$ cat src/inc/spip_consts.svh
// timing and reset constants for the serial pin interface
`ifndef SPIP_CONSTS_SVH
`define SPIP_CONSTS_SVH
`define SPIP_CLK_PERIOD_NS  25
`define SPIP_SCK_HALF_NS    100
`define SPIP_SCK_HALF_CYC   (`SPIP_SCK_HALF_NS / `SPIP_CLK_PERIOD_NS)
`define SPIP_WORD_BITS      8
`define SPIP_PIN_MISO       0
`define SPIP_PIN_MOSI       1
`define SPIP_PIN_SCK        2
`define SPIP_PIN_SS         3
`define SPIP_PIN_SEL_RST    4'h0
`endif

$ cat src/inc/spip_pkg.sv
// types for the serial pin interface
package spip_pkg;
  typedef enum logic [1:0] {
    SPIP_ST_IDLE = 2'b00,
    SPIP_ST_LOW  = 2'b01,
    SPIP_ST_HIGH = 2'b10
  } spip_state_t;
  typedef enum logic {
    SPIP_ROLE_SLAVE  = 1'b0,
    SPIP_ROLE_MASTER = 1'b1
  } spip_role_t;
endpackage
$ cat src/hw/spip_shifter.sv
// shift register shared by master and slave transfers
`timescale 1ns/1ps
module spip_shifter #(
  parameter int W = 8
) (
  // clock and reset
  input  wire logic         clk_sys_in,
  input  wire logic         nrst_in,
  // control strobes
  input  wire logic         load_in,
  input  wire logic [W-1:0] load_data_in,
  input  wire logic         sample_in,
  input  wire logic         shift_in,
  input  wire logic         rx_bit_in,
  // results
  output logic              tx_bit_out,
  output logic              last_out,
  output logic              word_done_out,
  output logic [W-1:0]      rx_data_out
);
  logic [W-1:0]         tx_sh_r;
  logic [W-1:0]         rx_sh_r;
  logic [$clog2(W+1)-1:0] bit_cnt_r;
  logic [W-1:0]         rx_nxt;

  assign rx_nxt        = {rx_sh_r[W-2:0], rx_bit_in};
  assign tx_bit_out    = tx_sh_r[W-1];
  assign last_out      = (bit_cnt_r == ($clog2(W+1))'(W));

  always_ff @(posedge clk_sys_in) begin
    if (!nrst_in) begin
      tx_sh_r <= '0;
    end else if (load_in) begin
      tx_sh_r <= load_data_in;
    end else if (shift_in) begin
      tx_sh_r <= {tx_sh_r[W-2:0], 1'b0};
    end
  end

  always_ff @(posedge clk_sys_in) begin
    if (!nrst_in) begin
      rx_sh_r       <= '0;
      bit_cnt_r     <= '0;
      word_done_out <= 1'b0;
      rx_data_out   <= '0;
    end else begin
      word_done_out <= 1'b0;
      if (load_in) begin
        bit_cnt_r <= '0;
      end else if (sample_in) begin
        rx_sh_r   <= rx_nxt;
        bit_cnt_r <= bit_cnt_r + 1'b1;
        if (bit_cnt_r == ($clog2(W+1))'(W-1)) begin
          word_done_out <= 1'b1;
          rx_data_out   <= rx_nxt;
        end
      end
    end
  end
endmodule // spip_shifter

$ cat src/hw/spip_top.sv
// serial peripheral pin interface with per-pin general-purpose fallback
`timescale 1ns/1ps
`include "spip_consts.svh"

// What this block does
// [RULE1] master reads miso, slave drives it
// [RULE2] unselected slave releases miso driver
// [RULE3] open_drain_select makes spi drivers open-drain
// [RULE4] master drives mosi, slave samples it
// [RULE5] mosi bit set half period before capture
// [RULE6] master makes sck, slave takes it in
// [RULE7] slave ignores sck while select high
// [RULE8] shift on one edge, sample opposite
// [RULE9] master holds select low whole transfer; code drives ss_n_out only as gpio, ss_n_oe_out is 0 when pin 3 is select
// [RULE10] select input held high when master
// [RULE11] non-spi pins are individual gpio
// [RULE12] per-pin function select, gpio after reset
module spip_top #(
  parameter int DATA_W   = `SPIP_WORD_BITS,
  parameter int HALF_CYC = `SPIP_SCK_HALF_CYC
) (
  // clock and reset
  input  wire logic              clk_sys_in,
  input  wire logic              nrst_in,
  // configuration
  input  wire spip_pkg::spip_role_t role_in,
  input  wire logic              open_drain_select_in,
  input  wire logic [3:0]        pin_spi_sel_in,
  // general-purpose port f
  input  wire logic [3:0]        gpio_dir_in,
  input  wire logic [3:0]        gpio_dout_in,
  output logic      [3:0]        gpio_din_out,
  // transfer data
  input  wire logic              tx_valid_in,
  input  wire logic [DATA_W-1:0] tx_data_in,
  output logic                   tx_ready_out,
  output logic                   rx_valid_out,
  output logic      [DATA_W-1:0] rx_data_out,
  output logic                   busy_out,
  // port_f_line_0 / miso
  input  wire logic              miso_in,
  output logic                   miso_out,
  output logic                   miso_oe_out,
  // port_f_line_1 / mosi
  input  wire logic              mosi_in,
  output logic                   mosi_out,
  output logic                   mosi_oe_out,
  // port_f_line_2 / sck
  input  wire logic              sck_in,
  output logic                   sck_out,
  output logic                   sck_oe_out,
  // port_f_line_3 / slave select
  input  wire logic              ss_n_in,
  output logic                   ss_n_out,
  output logic                   ss_n_oe_out
);
  import spip_pkg::*;

  // ----------------------------------------------------------------
  // configuration capture
  // ----------------------------------------------------------------
  logic [3:0]        pin_sel_r;
  logic              od_r;
  spip_role_t        role_r;
  logic              is_master;

  always_ff @(posedge clk_sys_in) begin
    if (!nrst_in) begin
      pin_sel_r <= `SPIP_PIN_SEL_RST; // [RULE12]
      od_r      <= 1'b0;
      role_r    <= SPIP_ROLE_SLAVE;
    end else begin
      pin_sel_r <= pin_spi_sel_in; // [RULE12]
      od_r      <= open_drain_select_in;
      role_r    <= role_in;
    end
  end

  assign is_master = (role_r == SPIP_ROLE_MASTER);

  // ----------------------------------------------------------------
  // pin input synchronisers
  // ----------------------------------------------------------------
  logic [3:0] pin_s1_r;
  logic [3:0] pin_s2_r;
  logic [3:0] pin_s3_r;

  always_ff @(posedge clk_sys_in) begin
    if (!nrst_in) begin
      pin_s1_r <= 4'hF;
      pin_s2_r <= 4'hF;
      pin_s3_r <= 4'hF;
    end else begin
      pin_s1_r <= {ss_n_in, sck_in, mosi_in, miso_in};
      pin_s2_r <= pin_s1_r;
      pin_s3_r <= pin_s2_r;
    end
  end

  always_ff @(posedge clk_sys_in) begin
    if (!nrst_in) begin
      gpio_din_out <= 4'h0;
    end else begin
      gpio_din_out <= pin_s2_r; // [RULE11]
    end
  end

  // ----------------------------------------------------------------
  // master clock generator
  // ----------------------------------------------------------------
  spip_state_t        state_r;
  logic [15:0]        half_cnt_r;
  logic               sck_r;
  logic               half_end;
  logic               m_start;
  logic               m_sample;
  logic               m_shift;
  logic               last;
  logic               m_enable;

  assign m_enable = is_master && pin_sel_r[`SPIP_PIN_MOSI] && pin_sel_r[`SPIP_PIN_SCK];
  assign half_end = (half_cnt_r == 16'(HALF_CYC - 1));
  assign m_start  = (state_r == SPIP_ST_IDLE) && m_enable && tx_valid_in;
  assign m_sample = (state_r == SPIP_ST_LOW) && half_end;
  assign m_shift  = (state_r == SPIP_ST_HIGH) && half_end && !last;

  always_ff @(posedge clk_sys_in) begin
    if (!nrst_in) begin
      state_r    <= SPIP_ST_IDLE;
      half_cnt_r <= 16'h0000;
      sck_r      <= 1'b0;
    end else begin
      half_cnt_r <= half_end ? 16'h0000 : half_cnt_r + 16'h0001;
      case (state_r)
        SPIP_ST_IDLE: begin
          half_cnt_r <= 16'h0000;
          sck_r      <= 1'b0;
          if (m_start) begin
            state_r <= SPIP_ST_LOW; // bit out a half period ahead [RULE5]
          end
        end
        SPIP_ST_LOW: begin
          if (half_end) begin
            sck_r   <= 1'b1; // capture edge [RULE6]
            state_r <= SPIP_ST_HIGH;
          end
        end
        SPIP_ST_HIGH: begin
          if (half_end) begin
            sck_r   <= 1'b0; // change edge [RULE8]
            state_r <= last ? SPIP_ST_IDLE : SPIP_ST_LOW;
          end
        end
        default: begin
          state_r <= SPIP_ST_IDLE;
          sck_r   <= 1'b0;
        end
      endcase
    end
  end

  // ----------------------------------------------------------------
  // slave edge detection
  // ----------------------------------------------------------------
  logic s_active;
  logic s_rise;
  logic s_fall;
  logic s_ss_fell;
  logic s_sample;
  logic s_shift;
  logic s_load;

  assign s_active  = !is_master && pin_sel_r[`SPIP_PIN_SS] && !pin_s2_r[3]; // [RULE7] [RULE9]
  assign s_rise    = pin_s2_r[2] && !pin_s3_r[2];
  assign s_fall    = !pin_s2_r[2] && pin_s3_r[2];
  assign s_ss_fell = !is_master && pin_sel_r[`SPIP_PIN_SS] && !pin_s2_r[3] && pin_s3_r[3];
  assign s_sample  = s_active && s_rise; // [RULE7] [RULE8]
  assign s_shift   = s_active && s_fall && !last; // [RULE8]
  assign s_load    = s_ss_fell || (s_active && s_fall && last);

  // ----------------------------------------------------------------
  // shift register
  // ----------------------------------------------------------------
  logic              load;
  logic              sample;
  logic              shift;
  logic              rx_bit;
  logic              tx_bit;
  logic              word_done;

  assign load   = m_start || s_load;
  assign sample = is_master ? m_sample : s_sample;
  assign shift  = is_master ? m_shift : s_shift;
  assign rx_bit = is_master ? pin_s2_r[`SPIP_PIN_MISO] : pin_s2_r[`SPIP_PIN_MOSI]; // [RULE1] [RULE4]

  spip_shifter #(
    .W (DATA_W)
  ) u_shifter (
    .clk_sys_in    (clk_sys_in),
    .nrst_in       (nrst_in),
    .load_in       (load),
    .load_data_in  (tx_data_in),
    .sample_in     (sample),
    .shift_in      (shift),
    .rx_bit_in     (rx_bit),
    .tx_bit_out    (tx_bit),
    .last_out      (last),
    .word_done_out (word_done),
    .rx_data_out   (rx_data_out)
  );

  assign tx_ready_out = load;
  assign rx_valid_out = word_done;
  assign busy_out     = (state_r != SPIP_ST_IDLE) || s_active;

  // ----------------------------------------------------------------
  // pin drivers
  // ----------------------------------------------------------------
  logic miso_drv;
  logic mosi_drv;
  logic sck_drv;

  assign miso_drv = !is_master && !pin_s2_r[3]; // [RULE1] [RULE2]
  assign mosi_drv = is_master; // [RULE4] [RULE10]
  assign sck_drv  = is_master; // [RULE6]

  always_comb begin
    // port f gpio defaults [RULE11]
    miso_out    = gpio_dout_in[0];
    miso_oe_out = gpio_dir_in[0];
    mosi_out    = gpio_dout_in[1];
    mosi_oe_out = gpio_dir_in[1];
    sck_out     = gpio_dout_in[2];
    sck_oe_out  = gpio_dir_in[2];
    ss_n_out    = gpio_dout_in[3];
    ss_n_oe_out = gpio_dir_in[3];
    if (pin_sel_r[`SPIP_PIN_MISO]) begin
      miso_out    = od_r ? 1'b0 : tx_bit; // [RULE3]
      miso_oe_out = miso_drv && (!od_r || !tx_bit); // [RULE2] [RULE3]
    end
    if (pin_sel_r[`SPIP_PIN_MOSI]) begin
      mosi_out    = od_r ? 1'b0 : tx_bit; // [RULE3]
      mosi_oe_out = mosi_drv && (!od_r || !tx_bit); // [RULE3] [RULE4]
    end
    if (pin_sel_r[`SPIP_PIN_SCK]) begin
      sck_out     = od_r ? 1'b0 : sck_r; // [RULE3]
      sck_oe_out  = sck_drv && (!od_r || !sck_r); // [RULE3] [RULE6]
    end
    if (pin_sel_r[`SPIP_PIN_SS]) begin
      ss_n_out    = 1'b0;
      ss_n_oe_out = 1'b0;
    end
  end

  // ----------------------------------------------------------------
  // assertions
  // ----------------------------------------------------------------
  a_miso_master_in: assert property (@(posedge clk_sys_in) disable iff (!nrst_in) // [RULE1]
    (is_master && pin_sel_r[0]) |-> !miso_oe_out)
    else $error("master drives miso");

  a_miso_unsel_release: assert property (@(posedge clk_sys_in) disable iff (!nrst_in) // [RULE2]
    (!is_master && pin_sel_r[0] && pin_s2_r[3]) |-> !miso_oe_out)
    else $error("unselected slave drives miso");

  a_open_drain_low: assert property (@(posedge clk_sys_in) disable iff (!nrst_in) // [RULE3]
    (od_r && pin_sel_r[2] && sck_oe_out) |-> (!sck_out && !sck_r))
    else $error("open-drain sck driven high");

  a_mosi_direction: assert property (@(posedge clk_sys_in) disable iff (!nrst_in) // [RULE4]
    (pin_sel_r[1] && !od_r) |-> (mosi_oe_out == is_master))
    else $error("mosi direction wrong");

  a_mosi_setup_half: assert property (@(posedge clk_sys_in) disable iff (!nrst_in) // [RULE5]
    (is_master && $rose(sck_r) && HALF_CYC > 1) |-> (tx_bit == $past(tx_bit, 2)))
    else $error("mosi changed within half period of capture");

  a_sck_period: assert property (@(posedge clk_sys_in) disable iff (!nrst_in) // [RULE6]
    $rose(sck_r) |-> sck_r [*4] ##1 !sck_r)
    else $error("sck high time wrong");

  a_slave_ignore: assert property (@(posedge clk_sys_in) disable iff (!nrst_in) // [RULE7]
    (!is_master && pin_s2_r[3]) |-> (!sample && !shift))
    else $error("slave reacted while deselected");

  a_edge_split: assert property (@(posedge clk_sys_in) disable iff (!nrst_in) // [RULE8]
    (m_sample |-> ##1 (sck_r && !m_shift)) and (m_shift |=> !sck_r))
    else $error("shift and sample edges not opposite");

  a_gpio_fallback: assert property (@(posedge clk_sys_in) disable iff (!nrst_in) // [RULE11]
    !pin_sel_r[3] |-> (ss_n_oe_out == gpio_dir_in[3] && ss_n_out == gpio_dout_in[3]))
    else $error("gpio fallback wrong");

  a_reset_gpio: assert property (@(posedge clk_sys_in) // [RULE12]
    $rose(nrst_in) |-> (pin_sel_r == 4'h0))
    else $error("pins not gpio after reset");
endmodule // spip_top

$ cat config.mk
export PLATFORM = sky130hd
export DESIGN_NAME = spip_top
export DESIGN_NICKNAME = d
export VERILOG_FILES = /design/src/inc/spip_pkg.sv /design/src/hw/spip_shifter.sv /design/src/hw/spip_top.sv
export VERILOG_INCLUDE_DIRS = /design/src /design/src/inc
export SDC_FILE = /design/constraint.sdc
export NUM_CORES = 1
export LEC_CHECK = 0
export BUFFER_PORTS_ARGS = -buffer_cell sky130_fd_sc_hd__buf_2
export CORE_ASPECT_RATIO = 1.2
export CORE_MARGIN = 1
export CORE_UTILIZATION = 40
export CTS_BUF_LIST = sky130_fd_sc_hd__clkbuf_8 sky130_fd_sc_hd__clkbuf_16
export DETAILED_ROUTE_END_ITERATION = 10
export SLEW_MARGIN = 20
export SYNTH_ARGS = -nofsm -noshare
export SYNTH_HDL_FRONTEND = slang
export SYNTH_SLANG_ARGS = --single-unit
export TNS_END_PERCENT = 1
$ cat constraint.sdc
create_clock -name clk_sys_in -period 3.55 [get_ports clk_sys_in]
set_input_delay 0.71 -clock clk_sys_in [delete_from_list [all_inputs] [get_ports clk_sys_in]]
set_output_delay 0.71 -clock clk_sys_in [all_outputs]
set_load 0.05 [all_outputs]
# --- Yosys cells after proc, flatten, opt, wreduce, memory -nomap -nowiden ---
# Cells that the tools add are included.
word_totals:
  reg_bits: 69
  inputBits: 29
  wordCells: 95
op_classes:
  n_addsub: 2
  eq_ne: 8
  n_mux: 24
  bitwise_logic: 3
  n_reduce_logical: 43
op_table:
  columns: ["cell", "count"]
  rows:
  - ["logical AND 1 bit", 20]
  - ["2-to-1 mux 1 bit", 17]
  - ["adder 16 x 1 -> 16 bit, second input constant", 1]
  - ["equality test 16 x 2 -> 1 bit, second input constant", 1]
  - ["2-to-1 mux 8 bit", 2]
  - ["logical NOT 1 bit", 8]
  - ["2-to-1 mux 2 bit", 3]
  - ["inequality test 2 bit, second input constant", 3]
  - ["one-hot mux 2 bit (3 select lines)", 1]
  - ["AND reduction 3 bit", 2]
  - ["OR reduction 3 bit", 2]
  - ["logical OR 1 bit", 5]
  - ["adder 4 x 1 -> 4 bit, second input constant", 1]
  - ["equality test 4 x 3 -> 1 bit, second input constant", 1]
  - ["equality test 4 bit, second input constant", 1]
  - ["AND reduction 2 bit", 2]
  - ["nonzero test 2 bit", 2]
  - ["NOT 1 bit", 3]
  - ["equality test 2 x 1 -> 1 bit, second input constant", 1]
  - ["equality test 2 bit, second input constant", 1]
  - ["logical NOT 2 bit", 1]
  - ["one-hot mux 1 bit (2 select lines)", 1]
  - ["OR reduction 2 bit", 1]

# --- Depth between registers and ports, before layout ---
# Gate-level depths: netlist (run 1).
depth:
  word_depth: 9
  mapped_depth: 7
  depth_no_buf: 7

# --- Cells and area by module ---
# A second synthesis (run 1) with hierarchy kept.
hier_totals:
  hier_cells: 305
  hier_area_um2: 2771.4
by_module_without_submodules:
  columns: ["module", "instances", "cells_each", "area_each_um2"]
  rows:
  - ["spip_top", 1, 172, 1561.5]
  - ["spip_shifter", 1, 133, 1209.9]

# --- Worst setup path before layout (run 1) ---
# OpenSTA, ideal clock, no wires.
synth_path:
  kind: "input to output"
  startpoint: "input port gpio_dir_in[0]"
  endpoint: "output port miso_oe_out"
  arrival_time_ns: 1.827
  t_required_ns: 2.840
  slack_ns: 1.013
  stages: 2
  path_cell_list: "inv_1 > o21ai_0"
synth_via:
  elab_chain_cells: 1
synth_rtl:
  columns: ["item", "line_no", "text"]
  rows:
  - ["start: declaration", "spip_top.sv:30", "input wire logic [3:0] gpio_dir_in,"]
  - ["2-to-1 mux 1 bit", "spip_top.sv:237", "if (pin_sel_r[`SPIP_PIN_MISO]) begin"]
  - ["end: declaration", "spip_top.sv:43", "output logic miso_oe_out,"]
# Every way passes these cells.

# --- Worst setup path after layout (run 1) ---
layout_path:
  startpoint: "register role_r (netlist: is_master)"
  endpoint: "output port tx_ready_out"
layout_via:
  elab_chain_cells: 7
layout_rtl:
  columns: ["item", "line_no", "text"]
  rows:
  - ["start: declaration", "spip_top.sv:64", "spip_role_t role_r;"]
  - ["start signal: assignment", "spip_top.sv:75", "role_r <= role_in;"]
  - ["logical NOT 1 bit", "spip_top.sv:173, spip_top.sv:176", null]
  - ["logical AND 1 bit (2 in a row)", "spip_top.sv:173, spip_top.sv:176", null]
  - ["logical AND 1 bit (2 in a row)", "spip_top.sv:179", "assign s_load = s_ss_fell || (s_active && s_fall && last);"]
  - ["logical OR 1 bit", "spip_top.sv:179", null]
  - ["logical OR 1 bit *", "spip_top.sv:191", "assign load = m_start || s_load;"]
  - ["end: declaration", "spip_top.sv:36", "output logic tx_ready_out,"]
# Every way passes the cells marked *; elsewhere a longest branch is shown, timed or not.

==> results of run 1 <==
-- power breakdown --
group          leakage, nW   total, W  switching [W]  internal, W
logic                0.645  0.0000892      0.0000587    0.0000306
registers            0.545   0.000772     0.00000801     0.000764
clock network       0.0770   0.000542       0.000293     0.000249
-- kinds of logic (layout without fill, tap and decap cells) --
logic type | Yosys count | after routing | synth area share
AND/OR/NAND/NOR | 119 | 119 | 0.234
multiplexers | 26 | 26 | 0.0988
AO/OA/AOI/OAI | 26 | 26 | 0.0665
flip-flops | 67 | 67 | 0.502
XOR/XNOR | 15 | 15 | 0.0492
buffers and inverters | 22 | 82 | 0.0356
adder cells (fa/ha/maj) | 3 | 3 | 0.0141
-- routing by layer --
| layer | up-vias | GRT usage |
|---|---|---|
| met5 | - | 0 |
| met4 | 0 | 0.106 |
| met3 | 9 | 0.0362 |
| met2 | 24 | 0.270 |
| met1 | 926 | 0.177 |
| li1 | 1050 | - |
-- state kept, by name, summed over array words and instances, names as in the netlist --
signal,count
u_shifter.tx_sh_r,8
u_shifter.rx_sh_r,7
pin_s1_r,4
pin_s2_r,4
u_shifter.bit_cnt_r,4
pin_s3_r,2
od_r,1
pin_sel_r,4
sck_r,1
gpio_din_out,4
half_cnt_r,16
u_shifter.word_done_out,1
state_r,2
u_shifter.rx_data_out,8
is_master,1
-- layout make-up --
| cell class | instances | area (um2) |
|---|---|---|
| Multi-Input combinational cell | 189 | 1230 |
| Tap cell | 85 | 106 |
| Clock inverter | 7 | 45.0 |
| Inverter | 13 | 48.8 |
| Timing Repair Buffer | 53 | 270 |
| Fill cell | 634 | 3280 |
| Sequential cell | 67 | 1340 |
| Clock buffer | 9 | 124 |
-- how the worst min path moves through the flow --
stage | start | to | slack, ns | depth (start not counted)
4_1_cts | pin_s1_r[0]$_SDFF_PN1_ | pin_s2_r[0]$_SDFF_PN1_ | 0.41 | 1
5_1_grt | pin_s1_r[2]$_SDFF_PN1_ | pin_s2_r[2]$_SDFF_PN1_ | 0.43 | 1
6_report | pin_s1_r[0]$_SDFF_PN1_ | pin_s2_r[0]$_SDFF_PN1_ | 0.41 | 1
3_3_place_gp | pin_s1_r[3]$_SDFF_PN1_ | pin_s2_r[3]$_SDFF_PN1_ | 0.39 | 1
2_1_floorplan | pin_s1_r[0]$_SDFF_PN1_ | pin_s2_r[0]$_SDFF_PN1_ | 0.39 | 1
3_5_place_dp | pin_s1_r[0]$_SDFF_PN1_ | pin_s2_r[0]$_SDFF_PN1_ | 0.40 | 1
-- cells in the final DEF (no fill, tap or decap), drive strengths merged, types with 4 or more instances in the layout --
cell,count
o2bb2ai,7
nand2,32
buf,53
mux2i,23
inv,13
clkinvlp,4
or3,4
nand4,6
dfxtp,67
and2,13
nand3,9
o21ai,7
nor2,25
xnor2,5
nand2b,10
nor2b,5
a21oi,6
clkbuf,9
xor2,10
-- worst reg2reg max path, stage by stage (launching register included) --
cell and delay [ns]:
dfxtp_1 0.36, ha_1 0.26, and4bb_2 0.24, nand4_1 0.16
o32a_2 0.29, nor3_1 0.24, buf_4 0.25, mux2i_1 0.21
-- stage by stage --
step / hold slack, ns / util
after floorplan: 0.386 / -
after global placement: 0.389 / 0.466
after detailed placement: 0.395 / 0.466
after CTS: 0.413 / 0.492
after global routing: 0.434 / 0.492
final: 0.409 / 0.492
==> run_results.csv, run 1 <==
group,metric,value,unit
route,drcViolationCount,0,
setup_path,worstPathArrival,1.82,ns
timing,report.final.slew_viol_count,0,
global_routing,grt_max_degree,35,
setup_path,path_cells,"nor2_1 -> nand2_1 -> o21ai_1 -> buf_2",
timing,period_share,0.714,
setup_path,r2r_slack,1.50,ns
setup_path,endpoint_kind,"output port",
placement,globalplace.congestion,0.760,
floorplan,die_area,7010,um2
power,p_per_area,443,nW/um2
global_routing,antenna_found_initial,0,
route,met2WireLength,2.51,mm
final_layout,instances_no_fill,423,
clock_network,cts_buffer_depth,2,
setup_path,rr_endpoint,"u_shifter.rx_data_out[0]$_SDFFE_PN0P_",
min_path,hp-class,"reg -> reg",
clock_network,cts_tree,"built",
setup_path,cpPeakStageDelay,0.40,ns
setup_path,startpoint,"is_master$_SDFF_PN0_",
global_routing,grt_pass1_wl,8.60,mm
setup_path,r2r-start,"half_cnt_r[0]$_SDFF_PP0_",
route,routed.top_layer,"met4",
setup_path,crit_cells,4,
placement,place_area,3000,um2
timing,slew_headroom,0.580,
global_routing,grt_usage,0.159,
route,route.met3.wl,145,um
synth,ys_ff_latch,67,
setup_path,cp-start-kind,"flip-flop",
synth,synth_edf_count,0,
timing,fin_ws,1.02,ns
synth,ys_async_sr_fraction,0,
placement,placement.io_buffers,51,
timing,worst_pin_slew,0.628,ns
setup_path,cp_num_buf_inv,1,
synth,yosysTopAreaCell,"dfxtp_1",
setup_path,worst-setup-path-type,"reg -> out",
power,leakage,1.27,nW
clock_network,htree_num_levels,3,
setup_path,worst_path_dominant_cell_family,"flip-flops",
clock_network,cts_buffers,9,
final_layout,drive_gt1_frac,0.234,
floorplan,io_pins,52,
synth,synth_area_per_cell,9.61,um2
synth,syn_inst,278,
final_layout,area_growth,18.7,%
setup_path,cp-endpoint,"tx_ready_out",
global_routing,grt.overflow.total,0,
timing,setup_tns,0,ns
synth,synth_seq_area_share,0.502,
synth,synthTopCellsByCount,"67 x dfxtp_1, 32 x nand2_1, 25 x nor2_1, 23 x mux2i_1",
clock_network,cts_setup_buffers,0,
outcome,outcome,"finished, final reports clean",
synth,synth.distinct_cells,39,
clock_network,cts.repair.resized,0,
global_routing,grt_pass1_vias,1948,
job,cap_viol_max_count,0,
final_layout,diodes,0,
floorplan,std_cell_rows,32,
route,dr.first_iter.drc_count,71,
route,firstDrtPassIters,4,
timing,clock.fmax,395,MHz
clock_network,cts-root-buf,"clkbuf_8",
route,wl,5.00,mm
setup_path,crit_slowest_cell,"dfxtp_1",
power,finalPower,0.00140,W
clock_network,clock_sinks,67,
placement,dp_hpwl,3.63,mm
placement,place_ws,1.18,ns
timing,finalHoldViolCount,0,
timing,fin_crit,2.53,ns
power,peakVddDrop,0.000296,V
route,met1Wirelength,2.24,mm
final_layout,stdcell_area,3170,um2
synth,yosysMostFrequentCell,"dfxtp_1",
synth,yosysWarningCount,0,
route,ant_nets,0,
clock_network,cts_hold_buf,0,
route,vias_per_cell,4.75,
placement,dp_cells,407,
synth,post_synth_instance_area,2670,um2
setup_path,cp_max_fo,7,
clock_network,clk_pin_slew,0.07,ns
route,wl_per_cell,11.8,um
floorplan,start_util,0.414,
synth,synthDominantCellAreaShare,0.502,
floorplan,die_h,91.5,um
timing,setup-violations-final,0,
floorplan,core-area,6450,um2
setup_path,required,2.84,ns
final_layout,num-nets-final,365,
floorplan,die_x,76.6,um
synth,yosys_most_used_dff,"dfxtp_1",
synth,synth.area.top_cells,"dfxtp_1 50%, mux2i_1 8.6%, nand2_1 4.5%, nor2_1 3.5%, xor2_1 3.3%",
route,vias,2009,
clock_network,clk_latency,0.34,ns
timing,rsz0062_at_grt,"false",
timing,finClkSkew,0.00582,ns
setup_path,reg2regPathDepth,7,
synth,synth_nets,310,
Power figures use the tool's default switching activity.
==> run 2, diff against run 1 <==
==> constraint.sdc (replaced) <==
create_clock -name clk_sys_in -period 2.25 [get_ports clk_sys_in]
set_input_delay 0.45 -clock clk_sys_in [delete_from_list [all_inputs] [get_ports clk_sys_in]]
set_output_delay 0.45 -clock clk_sys_in [all_outputs]
set_load 0.05 [all_outputs]
==> run_results.csv, run 2 (synthesis results as in run 1) <==
group,metric,value,unit
global_routing,grt_max_degree,33,
route,wl_per_cell,12.1,um
setup_path,required,1.80,ns
global_routing,grt.overflow.total,0,
timing,worst_pin_slew,0.518,ns
route,drcViolationCount,0,
final_layout,instances_no_fill,426,
final_layout,mostFrequentLayoutCells,"67 x dfxtp_1, 50 x buf_2, 32 x nand2_1",
job,cap_viol_max_count,0,
timing,fin_crit,2.11,ns
global_routing,grt_usage,0.158,
route,vias,2049,
floorplan,die_h,91.5,um
setup_path,path_cells,"inv_1 -> ha_1 -> a41oi_1 -> o21ai_2 -> clkbuf_4",
timing,finClkSkew,0.00734,ns
clock_network,clk_pin_slew,0.07,ns
outcome,outcome,"finished, final reports clean",
floorplan,die_x,76.6,um
power,p_sw_frac,0.223,
clock_network,cts_buffers,9,
clock_network,htree_num_levels,3,
floorplan,std_cell_rows,32,
route,dr.first_iter.drc_count,56,
clock_network,cts_tree,"built",
placement,dp_cells,410,
timing,report.final.slew_viol_count,0,
route,wl,5.17,mm
final_layout,drive_gt1_frac,0.240,
placement,place_area,3030,um2
setup_path,worst-setup-path-type,"reg -> out",
floorplan,core-area,6450,um2
clock_network,cts-root-buf,"clkbuf_8",
final_layout,regArea,1340,um2
power,p_sw,0.000537,W
global_routing,antenna_found_initial,0,
timing,clock.fmax,473,MHz
min_path,hp-class,"in -> reg",
final_layout,largest_register_ffs,16,
clock_network,cts_hold_buf,0,
final_layout,diodes,0,
power,leakage,1.32,nW
timing,slew_headroom,0.655,
final_layout,stdcell_area,3240,um2
global_routing,grt_pass1_vias,1886,
final_layout,fillCellCount,611,
placement,placement.io_buffers,51,
power,pwr-share-seq,0.507,
timing,period_share,0.940,
timing,holdWs,0.297,ns
final_layout,top_regs,"half_cnt_r x16, u_shifter.rx_data_out x8, u_shifter.tx_sh_r x8",
floorplan,die_area,7010,um2
setup_path,worstPathArrival,1.66,ns
power,comb_power_share,0.060,
setup_path,endpoint_kind,"output port",
power,power_frac_clock,0.433,
power,internal-power,0.00187,W
route,ant_nets,0,
timing,setup-violations-final,0,
floorplan,start_util,0.414,
clock_network,cts_buffer_depth,2,
timing,rsz0062_at_grt,"false",
timing,setup_tns,0,ns
final_layout,top_register,"half_cnt_r",
power,peakVddDrop,0.000552,V
placement,dp_hpwl,3.74,mm
setup_path,cp_max_fo,7,
final_layout,multi_input_area,1240,um2
clock_network,clk_latency,0.33,ns
setup_path,crit_slowest_cell,"dfxtp_1",
placement,globalplace.congestion,0.765,
clock_network,clock_sinks,67,
timing,finalHoldViolCount,0,
global_routing,grt_pass1_wl,8.68,mm
route,vias_per_cell,4.81,
power,p_per_area,743,nW/um2
final_layout,area_growth,21.2,%
floorplan,io_pins,52,
final_layout,layout_commonest_cell,"dfxtp_1",
setup_path,cpPeakStageDelay,0.33,ns
setup_path,cp-start-kind,"flip-flop",
route,firstDrtPassIters,4,
final_layout,num-nets-final,368,
[run 2: repair_timing]
item / CTS / global route
setup endpoints to repair: 0 / 1
buffers inserted: 0 / 0
gates resized for setup: 0 / 1
endpoints found under the hold margin: 0 / 0
[run 2: layer usage]
| layer | global-route usage | up-vias | wire length, um |
|---|---|---|---|
| met5 | 0 | - | 0 |
| met4 | 0.0673 | 0 | 55 |
| met3 | 0.0472 | 4 | 178 |
| met2 | 0.265 | 38 | 2570 |
| met1 | 0.186 | 954 | 2360 |
| li1 | - | 1053 | - |
[run 2: path summary, 6_finish.rpt]
| check | slack, ns | start | depth (start not counted) | endpoint |
|---|---|---|---|---|
| hold reg to reg | 0.41 | pin_s1_r[3]$_SDFF_PN1_ | 1 | pin_s2_r[3]$_SDFF_PN1_ |
| setup / recovery | 0.14 | u_shifter.bit_cnt_r[0]$_SDFFE_PP0N_ | 5 | tx_ready_out |
| hold / removal | 0.30 | miso_in | 2 | pin_s1_r[0]$_SDFF_PN1_ |
| setup reg to reg | 0.24 | half_cnt_r[0]$_SDFF_PP0_ | 7 | u_shifter.rx_data_out[5]$_SDFFE_PN0P_ |
[run 2: cell type report]
class	count	share of cell area
repair buffers	56	0.0912
inverters	13	0.0151
multi-input cells	189	0.383
well taps	85	0.0328
flip-flops and latches	67	0.414
clock inverters	7	0.0259
clock buffers	9	0.0383
[run 2: stage by stage]
step            util  setup slack, ns  power, W
2_1_floorplan      -            0.233   0.00134
3_3_place_gp   0.470            0.356   0.00139
6_report       0.502            0.135   0.00240
5_1_grt        0.502          0.00661   0.00250
4_1_cts        0.502           0.0818   0.00243
3_5_place_dp   0.470            0.250   0.00139
[run 2: worst max-delay path, delay by kind of cell, from the launching register on]
| kind | cells | cell delay, ns |
|---|---|---|
| AOI/OAI and AO/OA | 2 | 0.43 |
| DFF | 1 | 0.33 |
| adders and majority gates | 1 | 0.17 |
| buffers and inverters | 2 | 0.40 |
[run 2: power by group through the flow]
stage	Combinational, W	Clock, W	Sequential [W]
floorplan	0.0000802	0	0.00126
global placement	0.000144	0	0.00125
detailed placement	0.000145	0	0.00125
CTS	0.000145	0.00107	0.00122
global route	0.000155	0.00113	0.00122
finish	0.000144	0.00104	0.00122
==> run 3, diff against run 2 <==
--- a/config.mk
+++ b/config.mk
@@ -9,9 +9,10 @@
 export BUFFER_PORTS_ARGS = -buffer_cell sky130_fd_sc_hd__buf_2
 export CORE_ASPECT_RATIO = 1.2
 export CORE_MARGIN = 1
-export CORE_UTILIZATION = 40
+export CORE_UTILIZATION = 47
 export CTS_BUF_LIST = sky130_fd_sc_hd__clkbuf_8 sky130_fd_sc_hd__clkbuf_16
 export DETAILED_ROUTE_END_ITERATION = 10
+export PLACE_DENSITY = 0.72
 export SLEW_MARGIN = 20
 export SYNTH_ARGS = -nofsm -noshare
 export SYNTH_HDL_FRONTEND = slang
==> run_results.csv, run 3 (synthesis results as in run 1) <==
group,metric,value,unit
outcome,outcome,"finished, final reports clean",
floorplan,std_cell_rows,29,
final_layout,diodes,0,
setup_path,cp_max_fo,7,
final_layout,area_growth,18.3,%
floorplan,die_area,5990,um2
clock_network,cts.repair.resized,0,
setup_path,cp-start-kind,"flip-flop",
power,peakVddDrop,0.000465,V
floorplan,io_pins,52,
clock_network,cts_buffers,9,
setup_path,rr_endpoint,"u_shifter.rx_data_out[6]$_SDFFE_PN0P_",
power,p_per_area,699,nW/um2
setup_path,worst-setup-path-type,"reg -> out",
clock_network,cts_hold_buf,0,
power,pwr-share-seq,0.552,
timing,setup-violations-final,0,
clock_network,clk_pin_slew,0.07,ns
global_routing,antenna_found_initial,0,
route,vias_per_cell,5.03,
power,leakage,1.29,nW
final_layout,utilization,0.588,
power,comb_power_share,0.065,
placement,dp_hpwl,3.72,mm
global_routing,grt_usage,0.183,
power,internal-power,0.00167,W
min_path,min_to,"pin_s1_r[0]$_SDFF_PN1_",
final_layout,largest_register_ffs,16,
timing,fin_ws,0.152,ns
floorplan,die_x,70.8,um
route,vias,2019,
route,ant_nets,0,
placement,globalplace.congestion,0.788,
timing,finalHoldViolCount,0,
power,power_frac_clock,0.383,
timing,setup_tns,0,ns
global_routing,grt.overflow.total,0,
timing,report.final.slew_viol_count,0,
placement,place_ws,0.312,ns
clock_network,clk_latency,0.33,ns
final_layout,num-nets-final,367,
final_layout,top_register,"half_cnt_r",
final_layout,mostFrequentLayoutCells,"67 x dfxtp_1, 51 x buf_2, 32 x nand2_1",
floorplan,die_h,84.6,um
route,wl_per_cell,12.5,um
floorplan,start_util,0.497,
timing,fin_crit,2.10,ns
setup_path,required,1.80,ns
final_layout,layout_commonest_cell,"dfxtp_1",
power,finalPower,0.00221,W
global_routing,grt_pass1_wl,8.53,mm
route,drcViolationCount,0,
clock_network,cts_tree,"built",
setup_path,worstPathArrival,1.65,ns
final_layout,fillCellCount,485,
timing,period_share,0.933,
clock_network,clock_sinks,67,
power,p_sw_frac,0.243,
final_layout,drive_gt1_frac,0.239,
clock_network,cts_setup_buffers,0,
timing,slew_headroom,0.748,
min_path,hp-start,"miso_in",
route,dr.first_iter.drc_count,55,
power,p_sw,0.000535,W
timing,rsz0062_at_grt,"false",
setup_path,endpoint_kind,"output port",
timing,clock.fmax,477,MHz
min_path,hp-class,"in -> reg",
route,wl,5.00,mm
final_layout,top_regs,"half_cnt_r x16, u_shifter.rx_data_out x8, u_shifter.tx_sh_r x8",
route,firstDrtPassIters,7,
min_path,whs_path_depth,2,
global_routing,grt_max_degree,33,
clock_network,htree_num_levels,3,
clock_network,cts-root-buf,"clkbuf_8",
floorplan,core-area,5370,um2
setup_path,r2r-start,"half_cnt_r[0]$_SDFF_PP0_",
setup_path,reg2regPathDepth,7,
global_routing,grt_pass1_vias,1969,
timing,finClkSkew,0.00771,ns
setup_path,r2r_slack,0.32,ns
timing,worst_pin_slew,0.379,ns
clock_network,cts_buffer_depth,2,
placement,placement.io_buffers,51,
job,cap_viol_max_count,0,
run 3: area by class of cell:
type | instances | area, um2 | share of cell area
clock buffers | 10 | 138 | 0.0436
clock inverters | 5 | 30.0 | 0.00950
inverters | 13 | 48.8 | 0.0154
multi-input cells | 189 | 1240 | 0.392
flip-flops and latches | 67 | 1340 | 0.425
well taps | 62 | 77.6 | 0.0246
repair buffers | 55 | 285 | 0.0903
run 3: worst max path at each step:
stage | startpoint | end | slack (ns) | cells after the start
after floorplan | gpio_dir_in[0] | miso_oe_out | 0.23 | 2
after global placement | half_cnt_r[0]$_SDFF_PP0_ | u_shifter.rx_data_out[2]$_SDFFE_PN0P_ | 0.36 | 7
after detailed placement | half_cnt_r[0]$_SDFF_PP0_ | u_shifter.rx_sh_r[5]$_SDFFE_PN0P_ | 0.31 | 6
after CTS | u_shifter.bit_cnt_r[0]$_SDFFE_PP0N_ | tx_ready_out | 0.13 | 5
after global routing | u_shifter.bit_cnt_r[0]$_SDFFE_PP0N_ | tx_ready_out | 0.06 | 5
final | u_shifter.bit_cnt_r[0]$_SDFFE_PP0N_ | tx_ready_out | 0.15 | 5
run 3: stage by stage:
step | area (um2) | hold WS [ns] | instances
after floorplan | 2680 | 0.386 | 278
after global placement | 2990 | 0.388 | 386
after detailed placement | 2990 | 0.392 | 386
after CTS | 3160 | 0.282 | 401
after global routing | 3160 | 0.300 | 401
final | 3160 | 0.299 | 401
run 3: power groups by stage:
stage	Clock (W)	Combinational (W)	Sequential [W]
floorplan	0	0.0000802	0.00126
CTS	0.000877	0.000144	0.00122
global placement	0	0.000142	0.00125
finish	0.000846	0.000143	0.00122
detailed placement	0	0.000144	0.00125
global route	0.000933	0.000153	0.00122
run 3: metal layers:
metal | wire (um) | part of all wire | vias up | global-route usage
met2 | 2530 | 0.51 | 28 | 0.305
met5 | 0 | 0 | - | 0
met3 | 118 | 0.024 | 11 | 0.0444
met1 | 2250 | 0.45 | 935 | 0.215
li1 | - | - | 1045 | -
met4 | 102 | 0.020 | 0 | 0.102
run 3: critical path: stages (launching register included):
cell and delay, ns:
dfxtp_1 0.32, inv_1 0.09, ha_1 0.18, a41oi_1 0.14
o21ai_2 0.27, buf_2 0.32
